## config.mk

```make
export PLATFORM = sky130hd
export DESIGN_NAME = asb_top
export DESIGN_NICKNAME = d
export VERILOG_FILES = /design/src/hdl/asb_pkg.sv /design/src/hdl/asb_sel_if.sv /design/src/hdl/asb_tick.sv /design/src/hdl/asb_shadow.sv /design/src/hdl/asb_top.sv
export VERILOG_INCLUDE_DIRS = /design/src /design/src/hdl
export SDC_FILE = /design/constraint.sdc
export NUM_CORES = 1
export LEC_CHECK = 0
export BUFFER_PORTS_ARGS = -buffer_cell sky130_fd_sc_hd__buf_4
export CORE_UTILIZATION = 40
export DETAILED_ROUTE_END_ITERATION = 8
export GPL_ROUTABILITY_DRIVEN = 0
export PLACE_DENSITY = 0.61
export SLEW_MARGIN = 20
export SYNTH_ARGS = -nofsm -noshare
export SYNTH_HDL_FRONTEND = slang
export SYNTH_SLANG_ARGS = --single-unit
```

## constraint.sdc

```tcl
create_clock -name core_clk -period 5.25 [get_ports core_clk]
set_input_delay 0.2625 -clock core_clk [delete_from_list [all_inputs] [get_ports core_clk]]
set_output_delay 0.2625 -clock core_clk [all_outputs]
set_load 0.005 [all_outputs]
```

## src/hdl/asb_regs.svh

```systemverilog
// register offsets, field positions, reset values and cycle counts
// Function
// - selection lives in a software shadow register
// - idle: shadow copied every converter cycle
// - running conversion freezes the applied selection
// - copying resumes in final conversion cycle
// - conversion begins at next converter clock edge
// - boundary scan overrides upper four analog pins
// - continuous mode: auto-started conversion uses the selection copied in the final cycle
// - halt in quiet sleep starts a conversion
// - completion interrupt wakes core, request raised only with interrupt enable set
// - other sleep modes never clear converter enable
// - over-range input reads near full scale
// - start bit reads one until completion
// - result and done flag update together
// - selection has no effect until enabled
`ifndef ASB_REGS_SVH
`define ASB_REGS_SVH
`define ASB_OFF_SEL 2'h0
`define ASB_OFF_CTRL 2'h1
`define ASB_OFF_RES_LO 2'h2
`define ASB_OFF_RES_HI 2'h3
`define ASB_BIT_EN 7
`define ASB_BIT_START 6
`define ASB_BIT_FREE 5
`define ASB_BIT_DONE 4
`define ASB_BIT_IE 3
`define ASB_SEL_REF_HI 7
`define ASB_SEL_REF_LO 6
`define ASB_SEL_CHAN_HI 4
`define ASB_SEL_CHAN_LO 0
`define ASB_SEL_RST 7'h00
`define ASB_CYC_NORMAL 5'h0D
`define ASB_CYC_FIRST 5'h19
`define ASB_PRESC_DIV 8'h04
`endif

```

## src/hdl/asb_pkg.sv

```systemverilog
// types shared by the converter control modules
package asb_pkg;
  typedef struct packed {
    logic [1:0] refsel;
    logic [4:0] chan;
  } asb_sel_t;
  typedef enum logic [1:0] {ASB_IDLE, ASB_ARMED, ASB_CONV} asb_state_t;
  typedef struct packed {
    asb_state_t state;
    logic [4:0] cnt;
    logic first;
    logic start;
    logic free;
    logic ie;
    logic done;
    logic en;
    logic [9:0] result;
    logic halt_prev;
    logic [7:0] rdata;
    logic [7:0] pin_en;
  } asb_top_st_t;
  typedef struct packed {
    asb_sel_t shadow;
    asb_sel_t applied;
  } asb_shd_st_t;
  typedef struct packed {
    logic [7:0] cnt;
    logic tick;
  } asb_tick_st_t;
endpackage

```

## src/hdl/asb_sel_if.sv

```systemverilog
// carrier between control, prescaler and selection shadow
interface asb_sel_if;
  import asb_pkg::*;
  logic en;
  logic tick;
  logic lock;
  logic wr;
  asb_sel_t wdata;
  asb_sel_t shadow;
  asb_sel_t applied;
  modport ctl (output en, output lock, output wr, output wdata,
    input tick, input shadow, input applied);
  modport tck (input en, output tick);
  modport shd (input tick, input lock, input wr, input wdata,
    output shadow, output applied);
endinterface

```

## src/hdl/asb_tick.sv

```systemverilog
// prescaler making the one-cycle converter clock tick
`include "asb_regs.svh"
module asb_tick #(
  parameter logic [7:0] DIV = `ASB_PRESC_DIV
) (
  input wire logic core_clk,
  input wire logic rst_n,
  asb_sel_if.tck sel
);
  import asb_pkg::*;
  asb_tick_st_t q;
  asb_tick_st_t d;
  // held in reset while the converter is off
  always_comb
  begin
    d = q;
    d.tick = 1'h0;
    if (!sel.en)
    begin
      d.cnt = 8'h00;
    end
    else if (q.cnt == DIV - 8'h01)
    begin
      d.cnt = 8'h00;
      d.tick = 1'h1;
    end
    else
    begin
      d.cnt = q.cnt + 8'h01;
    end
  end
  always_ff @(posedge core_clk or negedge rst_n)
  begin
    if (!rst_n)
      q <= '0;
    else
      q <= d;
  end
  assign sel.tick = q.tick && sel.en;
endmodule

```

## src/hdl/asb_shadow.sv

```systemverilog
// shadow and applied channel and reference selection
module asb_shadow (
  input wire logic core_clk,
  input wire logic rst_n,
  asb_sel_if.shd sel
);
  import asb_pkg::*;
  asb_shd_st_t q;
  asb_shd_st_t d;
  always_comb
  begin
    d = q;
    if (sel.wr)
      d.shadow = sel.wdata;
    if (sel.tick && !sel.lock)
      d.applied = q.shadow;
  end
  always_ff @(posedge core_clk or negedge rst_n)
  begin
    if (!rst_n)
      q <= '0;
    else
      q <= d;
  end
  assign sel.shadow = q.shadow;
  assign sel.applied = q.applied;
endmodule

```

## src/hdl/asb_top.sv

```systemverilog
// converter selection shadow, sequencing and sleep-start control
`include "asb_regs.svh"
module asb_top #(
  parameter logic [7:0] PRESC_DIV = `ASB_PRESC_DIV
) (
  input wire logic core_clk,
  input wire logic rst_n,
  input wire logic [1:0] reg_addr,
  input wire logic [7:0] reg_wdata,
  input wire logic reg_wr,
  input wire logic reg_rd,
  output logic [7:0] reg_rdata,
  input wire logic core_halted,
  input wire logic sleep_quiet_mode,
  input wire logic jtag_enable,
  input wire logic [9:0] sar_code,
  output logic conv_irq,
  output logic conv_busy,
  output logic converter_on,
  output logic sample_start,
  output logic [1:0] applied_reference,
  output logic [4:0] applied_channel,
  output logic [7:0] analog_pin_en
);
  import asb_pkg::*;

  asb_sel_if sel ();
  asb_top_st_t q;
  asb_top_st_t d;
  logic [4:0] conv_len;
  logic last_cyc;
  logic ctrl_wr;
  logic sleep_trig;

  // ****************************************
  // prescaler and selection shadow
  // ****************************************
  asb_tick #(
    .DIV(PRESC_DIV)
  ) u_tick (
    .core_clk(core_clk),
    .rst_n(rst_n),
    .sel(sel.tck)
  );

  asb_shadow u_shadow (
    .core_clk(core_clk),
    .rst_n(rst_n),
    .sel(sel.shd)
  );

  // ****************************************
  // sequencing helpers
  // ****************************************
  assign conv_len = q.first ? `ASB_CYC_FIRST : `ASB_CYC_NORMAL;
  assign last_cyc = (q.state == ASB_CONV) && (q.cnt == conv_len - 5'h01);
  assign ctrl_wr = reg_wr && (reg_addr == `ASB_OFF_CTRL);
  // halt edge while in quiet (noise-reduction) sleep only
  assign sleep_trig = core_halted && !q.halt_prev && sleep_quiet_mode &&
    q.en && (q.state == ASB_IDLE) && !q.start;

  assign sel.en = q.en;
  // locked from conversion start up to its final cycle
  assign sel.lock = (q.state == ASB_CONV) && !last_cyc;
  assign sel.wr = reg_wr && (reg_addr == `ASB_OFF_SEL);
  assign sel.wdata = '{
    refsel: reg_wdata[`ASB_SEL_REF_HI:`ASB_SEL_REF_LO],
    chan: reg_wdata[`ASB_SEL_CHAN_HI:`ASB_SEL_CHAN_LO]
  };

  // ****************************************
  // next state
  // ****************************************
  always_comb
  begin
    d = q;
    d.rdata = 8'h00;
    d.halt_prev = core_halted;
    // register reads
    if (reg_rd)
    begin
      unique case (reg_addr)
        `ASB_OFF_SEL:
        begin
          d.rdata = {sel.shadow.refsel, 1'h0, sel.shadow.chan};
        end
        `ASB_OFF_CTRL:
        begin
          d.rdata[`ASB_BIT_EN] = q.en;
          d.rdata[`ASB_BIT_START] = q.start;
          d.rdata[`ASB_BIT_FREE] = q.free;
          d.rdata[`ASB_BIT_DONE] = q.done;
          d.rdata[`ASB_BIT_IE] = q.ie;
        end
        `ASB_OFF_RES_LO:
        begin
          d.rdata = q.result[7:0];
        end
        `ASB_OFF_RES_HI:
        begin
          d.rdata = {6'h00, q.result[9:8]};
        end
      endcase
    end
    // control writes; enable changes only here
    if (ctrl_wr)
    begin
      d.en = reg_wdata[`ASB_BIT_EN];
      d.free = reg_wdata[`ASB_BIT_FREE];
      d.ie = reg_wdata[`ASB_BIT_IE];
      if (reg_wdata[`ASB_BIT_DONE])
        d.done = 1'h0;
      if (reg_wdata[`ASB_BIT_START] && reg_wdata[`ASB_BIT_EN] &&
        q.en && (q.state == ASB_IDLE))
      begin
        d.start = 1'h1;
        d.state = ASB_ARMED;
      end
    end
    // automatic start once the core halts in quiet sleep
    if (sleep_trig)
    begin
      d.start = 1'h1;
      d.state = ASB_ARMED;
    end
    unique case (q.state)
      ASB_IDLE:
      begin
        d.cnt = 5'h00;
      end
      ASB_ARMED:
      begin
        if (sel.tick)
        begin
          d.state = ASB_CONV;
          d.cnt = 5'h00;
        end
      end
      ASB_CONV:
      begin
        if (sel.tick)
        begin
          if (last_cyc)
          begin
            // over-range codes pass as the converter gives them
            d.result = sar_code;
            d.done = 1'h1;
            d.first = 1'h0;
            d.cnt = 5'h00;
            if (!q.free)
            begin
              d.start = 1'h0;
              d.state = ASB_IDLE;
            end
            else
            begin
              d.state = ASB_CONV;
            end
          end
          else
          begin
            d.cnt = q.cnt + 5'h01;
          end
        end
      end
    endcase
    // turning off aborts and forces a long first conversion
    if (!d.en)
    begin
      d.state = ASB_IDLE;
      d.start = 1'h0;
      d.first = 1'h1;
      d.cnt = 5'h00;
    end
    // converter pins: applied channel only while enabled
    d.pin_en = 8'h00;
    for (int i = 0; i < 8; i++)
    begin
      if (q.en && (sel.applied.chan == i[4:0]))
        d.pin_en[i] = 1'h1;
      if (jtag_enable && (i >= 4))
        d.pin_en[i] = 1'h0;
    end
  end

  always_ff @(posedge core_clk or negedge rst_n)
  begin
    if (!rst_n)
    begin
      q <= '0;
      q.state <= ASB_IDLE;
      q.first <= 1'h1;
    end
    else
    begin
      q <= d;
    end
  end

  // ****************************************
  // outputs
  // ****************************************
  assign reg_rdata = q.rdata;
  // request stays until software clears the flag
  assign conv_irq = q.done && q.ie;
  assign conv_busy = q.start;
  assign converter_on = q.en;
  assign sample_start = (q.state == ASB_CONV) && (q.cnt == 5'h00);
  assign applied_reference = q.en ? sel.applied.refsel : 2'h0;
  assign applied_channel = q.en ? sel.applied.chan : 5'h00;
  assign analog_pin_en = q.pin_en;
endmodule

```

==> results of run 1 <==
cells in the mapped netlist, types with 3 or more instances:
cell type | n | area, sq um
dfrtp_1 | 62 | 1550
mux2_2 | 28 | 315
nor2_1 | 19 | 71.3
buf_4 | 17 | 128
nand2_1 | 16 | 60.1
and2_1 | 15 | 93.8
o21ai_0 | 10 | 50.1
nand3_1 | 9 | 45.0
inv_1 | 8 | 30.0
ha_1 | 6 | 75.1
mux2i_1 | 5 | 50.1
xnor2_1 | 5 | 43.8
clkbuf_1 | 4 | 15.0
nand2b_1 | 4 | 25.0
a31oi_1 | 3 | 18.8
nor2b_1 | 3 | 18.8
nor3_1 | 3 | 15.0
sequential cells by signal, summed over array words and instances (netlist names):
| register | count |
|---|---|
| u_tick.q | 9 |
| conv_busy | 1 |
| q | 22 |
| analog_pin_en | 8 |
| reg_rdata | 8 |
| converter_on | 1 |
| u_shadow.sel.applied | 7 |
| u_shadow.sel.shadow | 7 |
cell type report:
cell class | count | area (sq um)
flip-flops and latches | 63 | 1580
fillers | 659 | 3690
clock buffers | 10 | 128
repair buffers | 53 | 398
multi-input cells | 162 | 1220
clock inverters | 6 | 85.1
inverters | 8 | 30.0
well taps | 99 | 124
metrics by stage:
step | power (mW) | hold slack [ns] | worst slack (ns) | util [%] | area, sq um
final | 1.32 | -0.00244 | 3.31 | 49.1 | 3560
after global routing | 1.39 | 0.0175 | 3.11 | 49.1 | 3560
after CTS | 1.33 | 0.0180 | 3.30 | 49.1 | 3560
after detailed placement | 0.872 | 0.379 | 3.32 | 46.1 | 3350
after global placement | 0.868 | 0.379 | 3.36 | 46.1 | 3350
after floorplan | 0.774 | -0.0331 | 3.40 | - | 2990
worst min path at each step:
stage,to,slack (ns)
finish,reg_rdata[6]$_DFF_PN0_,-0.002
floorplan,analog_pin_en[0]$_DFF_PN0_,-0.03
CTS,q[16]$_DFF_PN0_,0.02
detailed placement,q[16]$_DFF_PN0_,0.38
global placement,q[16]$_DFF_PN0_,0.38
global route,q[16]$_DFF_PN0_,0.02
placed cells by master (no fill, tap or decap), types with 5 or more instances in the layout:
| cell type | count |
|---|---|
| dfrtp_1 | 62 |
| buf_4 | 53 |
| mux2_2 | 28 |
| nor2_1 | 19 |
| nand2_1 | 16 |
| and2_1 | 15 |
| o21ai_0 | 10 |
| nand3_1 | 9 |
| clkbuf_8 | 9 |
| inv_1 | 8 |
| ha_1 | 6 |
| xnor2_1 | 5 |
| mux2i_1 | 5 |
cell families after synthesis:
family | after synthesis | synth area share, %
buffers and inverters | 32 | 6.49
multiplexers | 34 | 12.7
AND/OR/NAND/NOR | 85 | 15.7
XOR/XNOR | 7 | 2.05
AO/OA/AOI/OAI | 30 | 7.70
flip-flops | 63 | 52.8
adder cells (fa/ha/maj) | 6 | 2.51
power by group:
part | internal (mW) | switching (mW)
Sequential | 0.548 | 0.0557
Combinational | 0.137 | 0.119
Clock | 0.266 | 0.190
routing by layer:
| metal | GRT usage (%) | routed length [um] | vias up |
|---|---|---|---|
| li1 | - | - | 955 |
| met1 | 21.3 | 2730 | 955 |
| met2 | 24.5 | 2630 | 53 |
| met3 | 3.45 | 230 | 13 |
| met4 | 8.36 | 129 | 0 |
| met5 | 0 | 0 | - |
==> out/results.ini, run 1 <==
[logic_synthesis]
synthCells = 257
yosysWarnings = 0
ys_ff_latch = 63
synthFlopType = dfrtp_1
syn_area_per_cell_sq_um = 11.6
async_flop_share_pct = 100
syn-cell-area_sq_mm = 0.00299
synth_nets = 290
synth-seq-area-share_pct = 52.8
synth_cell_type_count = 49
synth_edf_count = 0

[critical_path]
crit_path_max_incr_delay_ns = 0.41
crit_chain = inv_1 -> ha_1 -> and3_1 -> o2111a_2 -> mux2_2
reg2reg_slack_ns = 3.31
critPathCaptureType = flip-flop
critPathKind = reg -> reg
crit_cells = 5
arrival_ns = 2.16
reg2reg_from = q[38]$_DFF_PN0_
path_max_fanout = 13
start_kind = flip-flop
reg2regPathDepth = 5
critPathSlowestCell = dfrtp_1
r2r-end = q[25]$_DFFE_PN0P_
critPathTopFamily = flip-flops
cp_num_buf_inv = 1
crit_path_end = q[25]$_DFFE_PN0P_
crit_path_start = q[38]$_DFF_PN0_
critPathRequiredTime_ns = 5.47

[clock_network]
postCtsSetupRepairBufs = 0
cts_hold_buf = 0
cts_buffers = 9
cts_root_buffer = clkbuf_8
cts.sinks = 63
post_cts_resized = 0
cts_buffer_depth = 2
cts_tree = done
worstSkewPairLatency_ns = 0.34
cts_max_level = 3
clk_pin_slew_worst_paths_ns = 0.07

[timing]
min_period_over_period_pct = 36.9
finalMaxSlewViolations = 0
finalSetupTns_ns = 0
slew_headroom_pct = 48.0
finalSetupViolCount = 0
skew_ns = 0.0108
whs_ns = -0.00244
fmax_ghz = 0.516
rsz0062_at_grt = no
period_needed_ns = 1.94
tightest_slew_ns = 0.780
hold_viol = 3

[finish]
diodes = 0
area_growth_pct = 19.1
finalNetCount = 330
fin_cells = 401
drive_gt1_share_pct = 34.8

[die]
die-area_sq_mm = 0.00782
rows = 31
initial_utilization_pct = 41.2
die_x_um = 88.4
fp.dieH_um = 88.4
fp.coreArea_sq_mm = 0.00725
io_pins = 54

[global_route]
track_usage_pct = 16.0
first_global_vias = 1884
grt_pass1_wl_um = 9220
grt_overflow_total = 0
grt_max_degree = 64
antenna_found_initial = 0

[detailed_routing]
num_vias = 1976
drt-vias-per-instance = 4.93
drt_pass1_iterations = 4
routed_wl_um = 5710
drc_errors = 0
drt-initial-drc-count = 67
wl_per_cell_um = 14.2
ant_nets = 0

[power_and_ir_drop]
vdd_drop_max_mv = 0.126
powerDensity_mw_per_mm2 = 370
p_leak_nw = 1.67

[job]
maxCapViolations = 0

[run_status]
violations = negative hold slack
status = finished, violations left

[placed_design]
io_buffer_count = 53
dp_cells = 385
place_hpwl_um = 3970

[hold_path]
hold_class = in -> async

No activity file was read; power rests on OpenSTA's default activity.
==> run 2, diff against run 1 <==
--- a/config.mk
+++ b/config.mk
@@ -6,11 +6,12 @@
 export SDC_FILE = /design/constraint.sdc
 export NUM_CORES = 1
 export LEC_CHECK = 0
+export ABC_AREA = 1
 export BUFFER_PORTS_ARGS = -buffer_cell sky130_fd_sc_hd__buf_4
 export CORE_UTILIZATION = 40
 export DETAILED_ROUTE_END_ITERATION = 8
 export GPL_ROUTABILITY_DRIVEN = 0
-export PLACE_DENSITY = 0.61
+export PLACE_DENSITY = 0.64
 export SLEW_MARGIN = 20
 export SYNTH_ARGS = -nofsm -noshare
 export SYNTH_HDL_FRONTEND = slang
==> constraint.sdc (replaced) <==
create_clock -name core_clk -period 1.57 [get_ports core_clk]
set_input_delay 0.0785 -clock core_clk [delete_from_list [all_inputs] [get_ports core_clk]]
set_output_delay 0.0785 -clock core_clk [all_outputs]
set_load 0.005 [all_outputs]
==> out/results.ini, run 2 <==
[run_status]
status = complete, no violations  ; was finished, violations left

[timing]
skew_ns = 0.00692  ; was 0.0108 ns
whs_ns = 0.00935  ; was -0.00244 ns
period_needed_ns = 1.54  ; was 1.94 ns
finalSetupTns_ns = 0  ; unchanged
slew_headroom_pct = 68.3  ; was 48.0%
min_period_over_period_pct = 97.9  ; was 36.9%
layout_setup_ws_ns = 0.0333  ; was 3.31 ns
tightest_slew_ns = 0.474  ; was 0.780 ns
rsz0062_at_grt = yes  ; was no
hold_viol = 0  ; was 3
finalMaxSlewViolations = 0  ; unchanged
fmax_ghz = 0.651  ; was 0.516 GHz
finalSetupViolCount = 0  ; unchanged

[die]
fp.coreArea_sq_mm = 0.00737  ; was 0.00725 sq mm
fp.dieH_um = 90.1  ; was 88.4 um
die_x_um = 90.1  ; was 88.4 um
rows = 31  ; unchanged
io_pins = 54  ; unchanged
initial_utilization_pct = 42.1  ; was 41.2%
die-area_sq_mm = 0.00811  ; was 0.00782 sq mm

[critical_path]
cp_num_buf_inv = 3  ; was 1
crit_path_max_incr_delay_ns = 0.39  ; was 0.41 ns
critPathCaptureType = flip-flop  ; unchanged
critPathSlowestCell = dfrtp_1  ; unchanged
critPathRequiredTime_ns = 1.79  ; was 5.47 ns
start_kind = flip-flop  ; unchanged
crit_chain = inv_2 -> ha_2 -> buf_6 -> buf_4 -> nor2_1 -> nor2_1 -> nand2_2 -> a21oi_2 -> a21oi_2  ; was inv_1 -> ha_1 -> and3_1 -> o2111a_2 -> mux2_2
arrival_ns = 1.76  ; was 2.16 ns
critPathKind = reg -> reg  ; unchanged
path_max_fanout = 4  ; was 13
critPathTopFamily = flip-flops  ; unchanged

[global_route]
grt_overflow_total = 0  ; unchanged
first_global_vias = 2352  ; was 1884
grt_max_degree = 36  ; was 64
track_usage_pct = 17.3  ; was 16.0%
grt_pass1_wl_um = 11100  ; was 9220 um
antenna_found_initial = 0  ; unchanged

[logic_synthesis]
synth.most_common_cell = nand2_1  ; was dfrtp_1
async_flop_share_pct = 100  ; unchanged
synthFlopType = dfrtp_1  ; unchanged
synth-seq-area-share_pct = 50.8  ; was 52.8%
synth_cell_type_count = 36  ; was 49
yosysTopAreaCellShare_pct = 50.0  ; was 51.9%
syn-cell-area_sq_mm = 0.00310  ; was 0.00299 sq mm
yosysWarnings = 0  ; unchanged
yosysTopAreaCell = dfrtp_1  ; unchanged
ys_ff_latch = 63  ; unchanged
synth_edf_count = 0  ; unchanged
synth_area_leaders = dfrtp_1, nand2_1, inv_1  ; was dfrtp_1, mux2_2, buf_4
synthCells = 361  ; was 257
synth_nets = 394  ; was 290
syn_area_per_cell_sq_um = 8.60  ; was 11.6 sq um
synth_common_cells = nand2_1, dfrtp_1, inv_1  ; was dfrtp_1, mux2_2, nor2_1

[detailed_routing]
drt_pass1_iterations = 4  ; unchanged
drc_errors = 0  ; unchanged
routed_wl_um = 6750  ; was 5710 um
wl_per_cell_um = 12.6  ; was 14.2 um
num_vias = 2480  ; was 1976
ant_nets = 0  ; unchanged
drt-vias-per-instance = 4.62  ; was 4.93
drt-initial-drc-count = 133  ; was 67

[clock_network]
cts_tree = done  ; unchanged
cts_buffer_depth = 2  ; unchanged
cts_root_buffer = clkbuf_8  ; unchanged
cts.sinks = 63  ; unchanged
cts_max_level = 3  ; unchanged
worstSkewPairLatency_ns = 0.34  ; about the same
clk_pin_slew_worst_paths_ns = 0.07  ; about the same
cts_buffers = 9  ; unchanged

[job]
maxCapViolations = 0  ; unchanged

[power_and_ir_drop]
powerDensity_mw_per_mm2 = 1180  ; was 370 mW/mm^2
seq_power_share_pct = 43.4  ; was 45.9%
p_leak_nw = 2.05  ; was 1.67 nW
vdd_drop_max_mv = 0.632  ; was 0.126 mV
p_int_mw = 3.13  ; was 0.951 mW
clockPowerShare_pct = 26.6  ; was 34.6%
combPwrFrac_pct = 30.0  ; was 19.5%
swShare_pct = 33.6  ; was 27.7%
p_switching_mw = 1.58  ; was 0.365 mW

[placed_design]
place_hpwl_um = 4550  ; was 3970 um
dp_cells = 497  ; was 385
io_buffer_count = 53  ; unchanged
preCtsSetupSlack_ns = 0.0720  ; was 3.32 ns

[finish]
area_growth_pct = 28.9  ; was 19.1%
fin_cells = 537  ; was 401
layout_common_cells = nand2_1, buf_4, dfrtp_1  ; was dfrtp_1, buf_4, mux2_2
largestRegisters = q (22), u_tick.q (9)  ; unchanged
drive_gt1_share_pct = 29.7  ; was 34.8%
diodes = 0  ; unchanged
fillers = 701  ; was 659
finalNetCount = 466  ; was 330
fin_util_pct = 54.3  ; was 49.1%
largest_register_ffs = 22  ; unchanged
final_common_cell = nand2_1  ; was dfrtp_1
regMostFlops = q  ; unchanged

[hold_path]
hold_class = in -> reg  ; was in -> async

[run 2: cell types whose count changed in the layout (fill, tap and decap cells not counted), moves of 10 or more]
cell	previous run	this run
and2_1	15	0
nand2_2	0	10
nand2_1	16	97
nor2_1	19	32
mux2_2	28	0
buf_4	53	64
inv_1	8	41
dlygate4sd3_1	0	16
[run 2: worst register-to-register path: cells and delay by family, from the launching register on]
family | cells | cell delay, ns
simple gates | 3 | 0.33
compound gates | 2 | 0.21
buf+inv | 3 | 0.30
fa+ha+maj | 1 | 0.19
flops | 1 | 0.39
[run 2: path summary, 6_finish.rpt]
check                                       from                            endpoint  slack [ns]  depth (start not counted)
setup / recovery                 q[38]$_DFF_PN0_                   q[35]$_DFFE_PN0P_        0.03                          9
hold / removal                      reg_wdata[6]  u_shadow.sel.shadow[5]$_DFFE_PN0P_       0.009                          3
min in group asynchronous                  rst_n          analog_pin_en[6]$_DFF_PN0_        0.20                          2
hold reg to reg            u_tick.q[1]$_DFF_PN0_               u_tick.q[1]$_DFF_PN0_        0.48                          1
max in group asynchronous                  rst_n                   q[32]$_DFFE_PN1P_        0.79                          3
setup reg to reg                 q[38]$_DFF_PN0_                   q[35]$_DFFE_PN0P_        0.03                          9
[run 2: what timing repair did]
item,in CTS,in global routing
gates cloned,0,1
buffers inserted,3,4
gates resized for setup,4,18
endpoints found under the hold margin,48,0
pin swaps,1,10
hold buffers,16,0
endpoints found under the setup margin,1,22
[run 2: final cells by class]
class,count,area (sq um),area share (%)
clock inverter,5,33.8,0.845
sequential,63,1580,39.5
clock buffer,11,141,3.54
multi-input combinational,227,1250,31.2
timing repair buffer,82,672,16.8
tap,99,124,3.10
inverter,50,204,5.10
[run 2: per-layer routing]
metal	global-route usage (%)	vias up	wire (um)
li1	-	1257	-
met1	23.0	1151	3120
met2	27.7	61	3260
met3	4.65	11	286
met4	4.84	0	88
met5	0	-	0
[run 2: power by group through the flow]
stage | logic [mW] | clock network (mW) | registers, mW
2_1_floorplan | 0.851 | 0 | 2.01
3_3_place_gp | 1.22 | 0 | 2.07
3_5_place_dp | 1.23 | 0 | 2.07
4_1_cts | 1.33 | 1.29 | 2.04
5_1_grt | 1.58 | 1.36 | 2.08
6_report | 1.42 | 1.25 | 2.05
[run 2: cells by family (layout without fill, tap and decap cells)]
group	count (synthesis)	in the layout	synth area share (%)
flops	63	63	50.8
fa+ha+maj	6	6	2.42
simple gates	176	177	25.6
compound gates	38	38	7.82
buf+inv	72	148	11.6
xor+xnor	6	6	1.69
[run 2: metrics by stage]
step / power [mW] / instance area (sq um)
final: 4.71 / 4000
after global routing: 5.03 / 4000
after CTS: 4.65 / 3890
after detailed placement: 3.30 / 3530
after global placement: 3.28 / 3530
after floorplan: 2.86 / 3100
